==> src/design/dur_pkg.sv <==
// package for the two-channel serial register decode block
// assumes one host bus shared by both channels, one chip select each
package dur_pkg;

  // register offsets inside one channel, three address lines
  localparam logic [2:0] ADR_HOLD = 3'h0;  // holding / divisor low / trigger
  localparam logic [2:0] ADR_IER  = 3'h1;  // int enable / divisor high / feature
  localparam logic [2:0] ADR_ISR  = 3'h2;  // int status / fraction / enhanced fn
  localparam logic [2:0] ADR_LCR  = 3'h3;  // line control, always visible
  localparam logic [2:0] ADR_MCR  = 3'h4;  // modem control / resume 1
  localparam logic [2:0] ADR_LSR  = 3'h5;  // line status / resume 2
  localparam logic [2:0] ADR_MSR  = 3'h6;  // modem status / pause 1
  localparam logic [2:0] ADR_SPR  = 3'h7;  // scratch / level / pause 2

  // bank selection values and bit positions
  localparam logic [7:0] LCR_ENH_KEY   = 8'hBF;  // value that opens the enhanced bank
  localparam int         LCR_DIV_BIT   = 7;      // divisor access bit
  localparam int         EFR_ENH_BIT   = 4;      // enhanced bits enable
  localparam int         FEATURE_CONTROL_SWAP_BIT = 6;      // scratch / level swap
  localparam int         MCR_LOOP_BIT  = 4;      // internal loopback
  localparam int         ENHANCED_MODE_SELECT_CNT_BIT  = 0;      // level count select, 0 rx, 1 tx

  // masks of bits that only the enhanced enable unlocks
  localparam logic [7:0] ENH_IER_MASK = 8'hF0;
  localparam logic [7:0] ENH_ISR_MASK = 8'h30;
  localparam logic [7:0] ENH_FCR_MASK = 8'h30;
  localparam logic [7:0] ENH_MCR_MASK = 8'hE0;
  localparam logic [7:0] DLD_MASK     = 8'h0F;  // fraction is four bits wide

  // reset values and constant read values
  localparam logic [7:0] REG_RST   = 8'h00;   // every writable register
  localparam logic [7:0] ZERO_BYTE = 8'h00;
  localparam logic [3:0] CHAR_BASE = 4'h5;    // shortest character length
  localparam logic [7:0] REV_CODE  = 8'h21;   // arbitrary value
  localparam logic [7:0] ID_CODE   = 8'h5C;   // arbitrary value

  // register selected by the decode
  typedef enum logic [4:0] {
    SEL_HOLD  = 5'h00, SEL_DLL  = 5'h01, SEL_DLM   = 5'h02, SEL_DLD   = 5'h03,
    SEL_IER   = 5'h04, SEL_ISR  = 5'h05, SEL_LCR   = 5'h06, SEL_MCR   = 5'h07,
    SEL_LSR   = 5'h08, SEL_MSR  = 5'h09, SEL_SPR   = 5'h0A, SEL_LVL   = 5'h0B,
    SEL_TRG   = 5'h0C, SEL_FEATURE_CONTROL = 5'h0D, SEL_EFR   = 5'h0E, SEL_XON1  = 5'h0F,
    SEL_XON2  = 5'h10, SEL_XOFF1 = 5'h11, SEL_XOFF2 = 5'h12
  } dur_sel_t;

endpackage

==> src/design/dur_regs.sv <==
// register bank and address decode for both channels of the serial block
// assumes bus strobes and status inputs are synchronous to sys_clk and that
// a strobe stays high for one cycle per access
//
// Functional notes
// - each channel own registers via its select
// - offset 0 holding bytes when divisor access off
// - divisor access maps offsets 0,1 to divisor
// - enhanced bits and fraction need enhanced enable
// - zero divisor reads revision and identification codes
// - offset 1 interrupt enable when divisor off
// - offset 2 status read, queue control write
// - offset 3 always line control
// - offset 4 modem control in normal bank
// - offset 5 read-only line status
// - offset 6 read-only modem status
// - offset 7 scratch when swap bit clear
// - offset 7 reads level when swap set
// - offset 7 writes mode select when swap set
// - enhanced offset 0 trigger write, count read
// - enhanced offset 1 feature control
// - enhanced offset 2 enhanced function
// - enhanced offsets 4-7 resume and pause characters
// - line control low bits set character length
// - modem control loopback ties transmit to receive
`timescale 1ns/100ps

module dur_regs
  import dur_pkg::*;
(
  // clock and reset
  input  wire logic             sys_clk,
  input  wire logic             nrst,
  // host bus
  input  wire logic [2:0]       bus_addr,
  input  wire logic             chan_a_select_n,
  input  wire logic             chan_b_select_n,
  input  wire logic             bus_rd,
  input  wire logic             bus_wr,
  input  wire logic [7:0]       bus_wdata,
  output logic      [7:0]       bus_rdata,
  // status from each channel core
  input  wire logic [1:0][7:0]  rx_data,
  input  wire logic [1:0][7:0]  isr_in,
  input  wire logic [1:0][7:0]  lsr_in,
  input  wire logic [1:0][3:0]  modem_lvl,
  input  wire logic [1:0][3:0]  modem_delta,
  input  wire logic [1:0][7:0]  rx_level,
  input  wire logic [1:0][7:0]  tx_level,
  // serial data for loopback
  input  wire logic [1:0]       tx_serial,
  input  wire logic [1:0]       rx_pin,
  output logic      [1:0]       rx_serial,
  // access pulses and write data to each channel core
  output logic      [1:0]       rx_pop,
  output logic      [1:0]       tx_push,
  output logic      [1:0]       qctl_wr,
  output logic      [1:0]       trg_wr,
  output logic      [1:0]       isr_rd,
  output logic      [1:0]       lsr_rd,
  output logic      [1:0]       msr_rd,
  output logic      [7:0]       wr_data,
  output logic      [7:0]       qctl_data,
  // configuration to each channel core
  output logic      [1:0][7:0]  lcr_out,
  output logic      [1:0][7:0]  ier_out,
  output logic      [1:0][7:0]  mcr_out,
  output logic      [1:0][7:0]  dll_out,
  output logic      [1:0][7:0]  dlm_out,
  output logic      [1:0][7:0]  dld_out,
  output logic      [1:0][7:0]  efr_out,
  output logic      [1:0][7:0]  feature_control_out,
  output logic      [1:0][7:0]  enhanced_mode_select_out,
  output logic      [1:0][7:0]  trg_out,
  output logic      [1:0][7:0]  xon1_out,
  output logic      [1:0][7:0]  xon2_out,
  output logic      [1:0][7:0]  xoff1_out,
  output logic      [1:0][7:0]  xoff2_out,
  output logic      [1:0][3:0]  char_bits,
  output logic      [1:0]       loop_en
);

  ////////////////////////////////////////////////////////////////////////////
  // state and functions

  typedef struct packed {
    logic [1:0][7:0] line_control;      // line control
    logic [1:0][7:0] interrupt_enable;      // interrupt enable
    logic [1:0][7:0] modem_control;      // modem control
    logic [1:0][7:0] dll;      // divisor low
    logic [1:0][7:0] divisor_high;      // divisor high
    logic [1:0][7:0] divisor_fraction;      // divisor fraction
    logic [1:0][7:0] enhanced_function;      // enhanced function
    logic [1:0][7:0] feature_control;     // feature control
    logic [1:0][7:0] scratch;      // scratch
    logic [1:0][7:0] enhanced_mode_select;     // enhanced mode select
    logic [1:0][7:0] fifo_trigger_write;      // trigger level
    logic [1:0][7:0] xon1;     // resume characters
    logic [1:0][7:0] xon2;
    logic [1:0][7:0] xoff1;    // pause characters
    logic [1:0][7:0] xoff2;
    logic [1:0][3:0] chr;      // character length in bits
    logic [7:0]      rdata;    // read data, held until next read
    logic [7:0]      wdata;    // last write data
    logic [7:0]      qdata;    // last queue control write, masked
    logic [1:0]      rx_pop;   // one-cycle access pulses
    logic [1:0]      tx_push;
    logic [1:0]      qctl_wr;
    logic [1:0]      trg_wr;
    logic [1:0]      isr_rd;
    logic [1:0]      lsr_rd;
    logic [1:0]      msr_rd;
    logic [1:0]      rx_ser;   // receive serial after loopback mux
  } dur_state_t;

  dur_state_t st_ff;           // registered state
  dur_state_t nxt_st;          // next state
  logic [1:0] rst_sync_ff;     // reset release synchroniser
  logic       rst_n;           // synchronised reset
  logic       ch;              // selected channel, 0 is a, 1 is b
  logic       acc_ok;          // exactly one channel selected
  dur_sel_t   sel;             // decoded register

  // decode offset and bank state into a register
  function automatic dur_sel_t dur_decode(input logic [2:0] a, input logic [7:0] line_control,
                                          input logic efr4, input logic swap);
    logic enh;
    logic div;
    enh = (line_control == LCR_ENH_KEY);
    div = line_control[LCR_DIV_BIT];
    unique case (a)
      ADR_HOLD: dur_decode = enh ? SEL_TRG : (div ? SEL_DLL : SEL_HOLD);
      ADR_IER:  dur_decode = enh ? SEL_FEATURE_CONTROL : (div ? SEL_DLM : SEL_IER);
      ADR_ISR:  dur_decode = enh ? SEL_EFR :
                             ((div && efr4) ? SEL_DLD : SEL_ISR);
      ADR_LCR:  dur_decode = SEL_LCR;
      ADR_MCR:  dur_decode = enh ? SEL_XON1 : SEL_MCR;
      ADR_LSR:  dur_decode = enh ? SEL_XON2 : SEL_LSR;
      ADR_MSR:  dur_decode = enh ? SEL_XOFF1 : SEL_MSR;
      ADR_SPR:  dur_decode = enh ? SEL_XOFF2 : (swap ? SEL_LVL : SEL_SPR);
    endcase
  endfunction

  // keep locked enhanced bits at their old value unless unlocked
  function automatic logic [7:0] dur_gate(input logic [7:0] nv, input logic [7:0] ov,
                                          input logic [7:0] mask, input logic en);
    dur_gate = en ? nv : ((ov & mask) | (nv & ~mask));
  endfunction

  ////////////////////////////////////////////////////////////////////////////
  // reset release

  // two-stage release of the asynchronous reset
  always_ff @(posedge sys_clk or negedge nrst) begin
    if (!nrst) begin
      rst_sync_ff <= 2'h0;
    end else begin
      rst_sync_ff <= {rst_sync_ff[0], 1'b1};
    end
  end

  assign rst_n = rst_sync_ff[1];

  ////////////////////////////////////////////////////////////////////////////
  // decode and next state

  // one select low picks the channel, both low is refused
  assign acc_ok = chan_a_select_n ^ chan_b_select_n;
  assign ch     = chan_a_select_n;
  assign sel    = dur_decode(bus_addr, st_ff.line_control[ch], st_ff.enhanced_function[ch][EFR_ENH_BIT],
                             st_ff.feature_control[ch][FEATURE_CONTROL_SWAP_BIT]);

  // register writes, read data capture and access pulses
  always_comb begin
    logic efr4;
    logic dzero;
    efr4    = st_ff.enhanced_function[ch][EFR_ENH_BIT];
    dzero   = (st_ff.dll[ch] == ZERO_BYTE) && (st_ff.divisor_high[ch] == ZERO_BYTE);
    nxt_st  = st_ff;
    // pulses last one cycle
    nxt_st.rx_pop  = 2'h0;
    nxt_st.tx_push = 2'h0;
    nxt_st.qctl_wr = 2'h0;
    nxt_st.trg_wr  = 2'h0;
    nxt_st.isr_rd  = 2'h0;
    nxt_st.lsr_rd  = 2'h0;
    nxt_st.msr_rd  = 2'h0;
    if (acc_ok && bus_wr) begin
      // write path, a write wins over a read in the same cycle
      nxt_st.wdata = bus_wdata;
      unique case (sel)
        SEL_HOLD: nxt_st.tx_push[ch] = 1'b1;
        SEL_DLL:  nxt_st.dll[ch] = bus_wdata;
        SEL_DLM:  nxt_st.divisor_high[ch] = bus_wdata;
        SEL_DLD:  nxt_st.divisor_fraction[ch] = bus_wdata & DLD_MASK;
        SEL_IER:  nxt_st.interrupt_enable[ch] = dur_gate(bus_wdata, st_ff.interrupt_enable[ch],
                                            ENH_IER_MASK, efr4);
        SEL_ISR: begin
          // queue control is write-only, locked bits go out as zero
          nxt_st.qctl_wr[ch] = 1'b1;
          nxt_st.qdata = dur_gate(bus_wdata, ZERO_BYTE, ENH_FCR_MASK, efr4);
        end
        SEL_LCR:  nxt_st.line_control[ch] = bus_wdata;
        SEL_MCR:  nxt_st.modem_control[ch] = dur_gate(bus_wdata, st_ff.modem_control[ch],
                                            ENH_MCR_MASK, efr4);
        SEL_SPR:  nxt_st.scratch[ch] = bus_wdata;
        SEL_LVL:  nxt_st.enhanced_mode_select[ch] = bus_wdata;
        SEL_TRG: begin
          nxt_st.fifo_trigger_write[ch]    = bus_wdata;
          nxt_st.trg_wr[ch] = 1'b1;
        end
        SEL_FEATURE_CONTROL:  nxt_st.feature_control[ch]  = bus_wdata;
        SEL_EFR:   nxt_st.enhanced_function[ch]   = bus_wdata;
        SEL_XON1:  nxt_st.xon1[ch]  = bus_wdata;
        SEL_XON2:  nxt_st.xon2[ch]  = bus_wdata;
        SEL_XOFF1: nxt_st.xoff1[ch] = bus_wdata;
        SEL_XOFF2: nxt_st.xoff2[ch] = bus_wdata;
        // status registers ignore writes
        SEL_LSR, SEL_MSR: nxt_st.wdata = bus_wdata;
      endcase
    end else if (acc_ok && bus_rd) begin
      // read path, data stands until the next read
      unique case (sel)
        SEL_HOLD: begin
          nxt_st.rdata = rx_data[ch];
          nxt_st.rx_pop[ch] = 1'b1;
        end
        SEL_DLL:  nxt_st.rdata = dzero ? REV_CODE : st_ff.dll[ch];
        SEL_DLM:  nxt_st.rdata = dzero ? ID_CODE : st_ff.divisor_high[ch];
        SEL_DLD:  nxt_st.rdata = st_ff.divisor_fraction[ch];
        SEL_IER:  nxt_st.rdata = st_ff.interrupt_enable[ch];
        SEL_ISR: begin
          nxt_st.rdata = dur_gate(isr_in[ch], ZERO_BYTE, ENH_ISR_MASK, efr4);
          nxt_st.isr_rd[ch] = 1'b1;
        end
        SEL_LCR:  nxt_st.rdata = st_ff.line_control[ch];
        SEL_MCR:  nxt_st.rdata = st_ff.modem_control[ch];
        SEL_LSR: begin
          nxt_st.rdata = lsr_in[ch];
          nxt_st.lsr_rd[ch] = 1'b1;
        end
        SEL_MSR: begin
          nxt_st.rdata = {modem_lvl[ch], modem_delta[ch]};
          nxt_st.msr_rd[ch] = 1'b1;
        end
        SEL_SPR:  nxt_st.rdata = st_ff.scratch[ch];
        SEL_LVL, SEL_TRG: begin
          // level count of the queue picked by mode select
          nxt_st.rdata = st_ff.enhanced_mode_select[ch][ENHANCED_MODE_SELECT_CNT_BIT] ? tx_level[ch]
                                                      : rx_level[ch];
        end
        SEL_FEATURE_CONTROL:  nxt_st.rdata = st_ff.feature_control[ch];
        SEL_EFR:   nxt_st.rdata = st_ff.enhanced_function[ch];
        SEL_XON1:  nxt_st.rdata = st_ff.xon1[ch];
        SEL_XON2:  nxt_st.rdata = st_ff.xon2[ch];
        SEL_XOFF1: nxt_st.rdata = st_ff.xoff1[ch];
        SEL_XOFF2: nxt_st.rdata = st_ff.xoff2[ch];
      endcase
    end
    // per-channel derived settings
    for (int i = 0; i < 2; i++) begin
      nxt_st.chr[i]    = CHAR_BASE + {2'h0, nxt_st.line_control[i][1:0]};
      nxt_st.rx_ser[i] = st_ff.modem_control[i][MCR_LOOP_BIT] ? tx_serial[i]
                                                     : rx_pin[i];
    end
  end

  ////////////////////////////////////////////////////////////////////////////
  // state register

  // all state but the reset synchroniser in one register, cleared on reset except character length, which loads CHAR_BASE
  always_ff @(posedge sys_clk or negedge rst_n) begin
    if (!rst_n) begin
      st_ff     <= '0;
      st_ff.chr <= {CHAR_BASE, CHAR_BASE};
    end else begin
      st_ff <= nxt_st;
    end
  end

  ////////////////////////////////////////////////////////////////////////////
  // outputs

  assign bus_rdata = st_ff.rdata;
  assign rx_serial = st_ff.rx_ser;
  assign rx_pop    = st_ff.rx_pop;
  assign tx_push   = st_ff.tx_push;
  assign qctl_wr   = st_ff.qctl_wr;
  assign trg_wr    = st_ff.trg_wr;
  assign isr_rd    = st_ff.isr_rd;
  assign lsr_rd    = st_ff.lsr_rd;
  assign msr_rd    = st_ff.msr_rd;
  assign wr_data   = st_ff.wdata;
  assign qctl_data = st_ff.qdata;
  assign lcr_out   = st_ff.line_control;
  assign ier_out   = st_ff.interrupt_enable;
  assign mcr_out   = st_ff.modem_control;
  assign dll_out   = st_ff.dll;
  assign dlm_out   = st_ff.divisor_high;
  assign dld_out   = st_ff.divisor_fraction;
  assign efr_out   = st_ff.enhanced_function;
  assign feature_control_out  = st_ff.feature_control;
  assign enhanced_mode_select_out  = st_ff.enhanced_mode_select;
  assign trg_out   = st_ff.fifo_trigger_write;
  assign xon1_out  = st_ff.xon1;
  assign xon2_out  = st_ff.xon2;
  assign xoff1_out = st_ff.xoff1;
  assign xoff2_out = st_ff.xoff2;
  assign char_bits = st_ff.chr;
  assign loop_en   = {st_ff.modem_control[1][MCR_LOOP_BIT], st_ff.modem_control[0][MCR_LOOP_BIT]};

  ////////////////////////////////////////////////////////////////////////////
  // checks on channel a accesses, and one cover of a channel b write

  logic a_wr;   // write to channel a
  logic a_rd;   // read of channel a
  logic a_norm; // channel a in normal bank, divisor access off
  logic a_div;  // channel a divisor access, not the enhanced key
  assign a_wr   = bus_wr && !chan_a_select_n && chan_b_select_n;
  assign a_rd   = bus_rd && !bus_wr && !chan_a_select_n && chan_b_select_n;
  assign a_norm = !st_ff.line_control[0][LCR_DIV_BIT];
  assign a_div  = st_ff.line_control[0][LCR_DIV_BIT] && (st_ff.line_control[0] != LCR_ENH_KEY);
endmodule

==> config.mk <==
export PLATFORM = sky130hd
export DESIGN_NAME = dur_regs
export DESIGN_NICKNAME = d
export VERILOG_FILES = /design/src/design/dur_pkg.sv /design/src/design/dur_regs.sv
export SDC_FILE = /design/constraint.sdc
export NUM_CORES = 1
export LEC_CHECK = 0
export BUFFER_PORTS_ARGS = -buffer_cell sky130_fd_sc_hd__clkbuf_2
export CAP_MARGIN = 20
export CORE_ASPECT_RATIO = 0.6
export CORE_MARGIN = 5
export CORE_UTILIZATION = 54
export CTS_CLUSTER_SIZE = 16
export DETAILED_ROUTE_END_ITERATION = 10
export GPL_TIMING_DRIVEN = 0
export PLACE_DENSITY = 0.91
export SLEW_MARGIN = 20
export SYNTH_ARGS = -nofsm -noshare
export SYNTH_HDL_FRONTEND = slang
export SYNTH_SLANG_ARGS = --single-unit
export TNS_END_PERCENT = 100
==> constraint.sdc <==
create_clock -name sys_clk -period 15.6 [get_ports sys_clk]
set_clock_uncertainty 0.2 [all_clocks]
set_input_delay 4.68 -clock sys_clk [delete_from_list [all_inputs] [get_ports sys_clk]]
set_output_delay 4.68 -clock sys_clk [all_outputs]
set_load 0.02 [all_outputs]
* Word level (Yosys, flattened, before mapping)
Index checks and enable logic that the tools add are counted.
Cells by class: equal/unequal tests 26, multipliers 0, shift-type cells 0, div/mod/pow operators 0, $add $sub $neg 2, reductions and logical operators 27, $lt $le $gt $ge 2, bitwise gates (word level) 4, mux-type cells 109
Operator list (number):
- 8-bit two-way mux | 42
- 16-bit bitwise mux | 15
- 234-bit two-way mux | 1
- 16-bit two-way mux | 14
- 8-bit one-hot mux with 18 select lines | 1
- 5-bit by 4-bit == test with 1-bit output, second input constant | 8
- 5-bit one-hot mux with 8 select lines | 1
- 2-bit AND reduction | 17
- 4-bit two-way mux | 8
- 6-bit two-way mux | 5
- 5-bit by 3-bit == test with 1-bit output, second input constant | 4
- 8-bit logical NOT | 2
- 5-bit == test, second input constant | 3
- 5-bit two-way mux | 3
- 2-bit two-way mux | 7
- 3-bit == test, second input constant | 4
- 5-bit by 2-bit == test with 1-bit output, second input constant | 2
- 10-bit two-way mux | 1
- 3-bit by 2-bit adder with 4-bit output, first input constant | 2
- 8-bit demux with 1-bit select | 1
- 8-bit == test, second input constant | 1
- 8-bit by 4-bit OR with 8-bit output | 1
- 8-bit by 5-bit OR with 8-bit output | 1
- 1-bit two-way mux | 7
- 13 further kinds | 19
Storage, ports and cells: memory bits (writable) 0, bits in latches 0, ROM bits 0, input port bits 117, register bits after elaboration 290, output and inout port bits 274, logic and storage cells 216, memories kept 0

* Depth between registers and ports, before layout
word-level depth 10, gate-level depth with buffers 11, mapped depth without buffers 8

* Worst setup path after synthesis
OpenSTA, ideal clock, no wires.
path kind input-to-reg, start input chan_a_select_n, end register st_ff (netlist bit feature_control_out[15]), library setup time 0.125 ns, required time 15.275 ns, stages on the path 8, path buffers 1, path slack 8.619 ns, data arrival time 6.656 ns, path through buf_4 -> nand4_1 -> or2_1 -> a22oi_2 -> o41a_1 -> o211ai_2 -> nor4_4 -> mux2_2
On the way: cells in the longest elaborated chain, start to end 8, elaborated cells between the ends (all ways) 30, those cells by class order compare (2); eq/ne (2); mux (21); bitwise (1); reduce/logical (4)
RTL lines:
- start: declaration | RTL line dur_regs.sv:36 | input wire logic chan_a_select_n,
- parallel branches: the longest is 8 deep, another holds 8-bit two-way mux
- end signal: assignment | RTL line dur_regs.sv:277 | st_ff <= nxt_st;
- end: declaration | RTL line dur_regs.sv:116 | dur_state_t st_ff;
Several ways; the timed one is not identified. The select of a mux whose other input is x is not followed. A chain may end at the register's enable or synchronous reset.

* Final worst setup path
start input chan_a_select_n, end register st_ff (netlist bit bus_rdata[1])
On the way: cells in the longest elaborated chain, start to end 9, elaborated cells between the ends (all ways) 87, those cells by class eq/ne (19); mux (57); bitwise (2); reduce/logical (9)
RTL lines:
- parallel branches: the longest is 9 deep, another holds 8-bit one-hot mux with 18 select lines
Several ways; the timed one is not identified. The select of a mux whose other input is x is not followed.

==> flow_summary_export.csv <==
group,metric,value,unit
status,outcome,"finished, final reports clean",
sta,setup_slack,7.24,ns
cts,worst_skew_pair.late_latency,0.57,ns
synth,yosysWarnings,0,
floorplan,io_pins,391,
sta,max_freq,120,MHz
power_and_ir_drop,switchingPower,612,µW
critical_path,crit_family,"buffers and inverters",
cts,clkTransAtPathRegs,0.06,ns
floorplan,coreArea,28600,µm²
hold_path,hold_class,"reg2async",
synth,syn-cell-area,15600,µm²
grt,grt_max_degree,58,
critical_path,critPathBufInv,6,
sta,period_needed,8.36,ns
synth,synth_seq_cells,282,
sta,drv_slew,0,
sta,slew_headroom,24.2,%
critical_path,path_cells,"clkbuf_2, buf_4, buf_2, buf_2, buf_2, buf_2, mux2i_1, o21ai_0, nor4_1, o21a_1, a31oi_1",
critical_path,crit_top_cell,"buf_2",
critical_path,max_stage_delay,0.99,ns
synth,synth_top_cell_area_share,44.6,%
synth,async_flop_share,100,%
synth,yosysUniqueCellTypes,60,
critical_path,endpoint_kind,"register",
power_and_ir_drop,comb_power_share,22.2,%
synth,synthCells,1376,
placed_design,gp_congestion,1.09,
sta,post-route-period-util,53.6,%
critical_path,start_kind,"primary input",
grt,met2_usage,53.7,%
power_and_ir_drop,internal_power,1.41,mW
placed_design,numPortBuffers,380,
power_and_ir_drop,p_clk_share,35.5,%
synth,synth.most_common_cell,"dfrtp_1",
cts,cts_setup_buffers,0,
synth,ys.flop_type,"dfrtp_1",
cells_and_area,area.growth.synth_to_final,22.7,%
floorplan,die_area,32500,µm²
synth,synthTopCellsByArea,"dfrtp_1 45%, mux2_2 18%, buf_4 13%",
cells_and_area,fin_nets,1917,
drt,drc,0,
critical_path,critPathKind,"in2reg",
floorplan,rows,48,
sta,worstMarginPinSlew,1.13,ns
grt,grt-busiest-layer,"met2",
floorplan,die_w,229,µm
sta,setup_viol,0,
synth,synth_area_leader_cell,"dfrtp_1",
drt,avgViaCountPerCell,5.95,
cells_and_area,seq_area,7070,µm²
floorplan,die_y,142,µm
power_and_ir_drop,swShare,30.3,%
critical_path,path_max_fanout,10,
critical_path,arrival,8.60,ns
placed_design,dp_hpwl,44.7,mm
grt,grt_pass1_wl,85.3,mm
synth,ys_seq_area_share,45.3,%
cts,htree_levels,1,
cts,numClockSinks,282,
cts,cts_resized,0,
drt,via_count,13100,
power_and_ir_drop,pwr-share-seq,42.3,%
critical_path,worst_ep_required_time,15.83,ns
cts,numCtsBuffers,28,
placed_design,post-place-ws,6.91,ns
power_and_ir_drop,power_density,106,nW/µm²
cells_and_area,multiInputGateArea,6210,µm²
grt,antenna_found_initial,7,
drt,routedWlPerCell,26.5,µm
grt,gr-usage-met3,12.2,%
drt,antenna_left,0,
power_and_ir_drop,p_leak,10.2,nW
drt,totalWireLength,58.3,mm
cts,postCtsHoldBufs,0,
grt,grt_use_total,34.8,%
cts,cts_buffer_depth,3,
synth,avgSynthCellArea,11.3,µm²
drt,drtIter0Drc,1473,
cts,cts_tree,"yes",
cts,cts_root_buf,"clkbuf_16",
cells_and_area,drive_gt1_share,55.4,%
sta,hold_viol,0,
run,maxCapViolations,0,
synth,synth_edf_count,0,
synth,synth_commonest_cells,"278 x dfrtp_1, 276 x buf_4, 256 x mux2_2",
drt,drtPass1Iterations,6,
grt,grt_pass1_vias,13300,
sta,setup_tns,0,ns
grt,grt_overflow,0,
floorplan,initial_core_util,54.6,%
power_and_ir_drop,vdd_drop_max,0.0000752,V
cells_and_area,fillers,2117,
critical_path,critical-path-slowest-cell,"nor4_1",
sta,rsz0062_at_grt,"no",
grt,grt_use_met1,46.5,%
power_and_ir_drop,p_total,2.02,mW
[path summary, 6_finish.rpt]
path	start	end	slack (ns)	cells after the start
setup / recovery	chan_a_select_n	bus_rdata[1]	7.24	11
hold / removal	rst_sync_ff[1]	xoff1_out[8]	0.02	0
max in group asynchronous	nrst	rst_sync_ff[1]	11.41	1
setup reg to reg	lcr_out[8]	bus_rdata[1]	11.90	8
hold reg to reg	rst_sync_ff[1]	xoff1_out[8]	0.02	0
min in group sys_clk	rst_sync_ff[0]	rst_sync_ff[1]	0.15	0
[layout by cell type, fill, tap and decap left out, drive strengths merged, types with 3 or more instances in the layout]
cell type and instances:
nand3 9, nor2b 16, mux2i 106, diode 6, a21oi 40, o22ai 37, nand2 48, and3 3
a211oi 16, clkinv 8, clkbuf 463, mux4 4, bufinv 4, nor4 15, nand2b 3, a21o 4
or3 10, and2 8, nor3 24, nand4 5, a31oi 6, inv 10, o21ai 25, or2 6
nor2 68, conb 9, a2111oi 3, buf 300, mux2 256, dfstp 4, dfrtp 278
[power by group through the flow]
stage	clock, mW	combinational (mW)	sequential (mW)
2_1_floorplan	0	0.287	0.851
6_report	0.719	0.449	0.856
4_1_cts	0.721	0.444	0.852
3_3_place_gp	0	0.416	0.874
3_5_place_dp	0	0.442	0.865
5_1_grt	0.756	0.473	0.861
[metrics by stage]
stage | hold slack (ns) | instance area [µm²] | util (%) | std cells
2_1_floorplan | 0.131 | 15600 | - | 1383
3_3_place_gp | 0.138 | 18000 | 63.0 | 2138
3_5_place_dp | 0.0285 | 18200 | 63.5 | 2143
4_1_cts | 0.0312 | 19100 | 66.9 | 2194
5_1_grt | 0.0460 | 19100 | 66.9 | 2197
6_report | 0.0200 | 19100 | 66.9 | 2200
[logic make-up after synthesis]
group           Yosys count  synth area share, %
other cells               2               0.0481
buf+inv                 350                 15.2
simple gates            217                 6.95
compound gates          156                 6.46
flops                   282                 45.3
xor+xnor                  1               0.0561
mux                     366                 25.9
fa+ha+maj                 2                0.160
[final cells by class]
type                            instances  area share [%]
Antenna cell                            6          0.0785
Sequential cell                       282            36.9
Clock buffer                           38            4.12
Multi-Input combinational cell        751            32.4
Buffer                                340            12.2
Clock inverter                         13           0.935
Timing Repair Buffer                  385            10.7
Inverter                               10           0.196
Tap cell                              375            2.45
[state kept, by name (all words and copies together) (netlist names), 8 cells and up]
register and flops:
efr_out 16, enhanced_mode_select_out 16, dll_out 16, st_ff 16, bus_rdata 8, ier_out 16
mcr_out 14, char_bits 8, lcr_out 16, feature_control_out 16, trg_out 16, xon2_out 16
xoff2_out 16, qctl_data 8, xoff1_out 16, dld_out 8, wr_data 8, xon1_out 16
dlm_out 16
[layer usage]
metal | wire length, µm | vias up | share of wire, %
li1 | - | 5447 | -
met1 | 22900 | 6492 | 39
met2 | 25600 | 947 | 44
met3 | 7500 | 201 | 13
met4 | 2370 | 2 | 4.1
met5 | 20 | - | 0.034
Power figures use the tool's default switching activity.
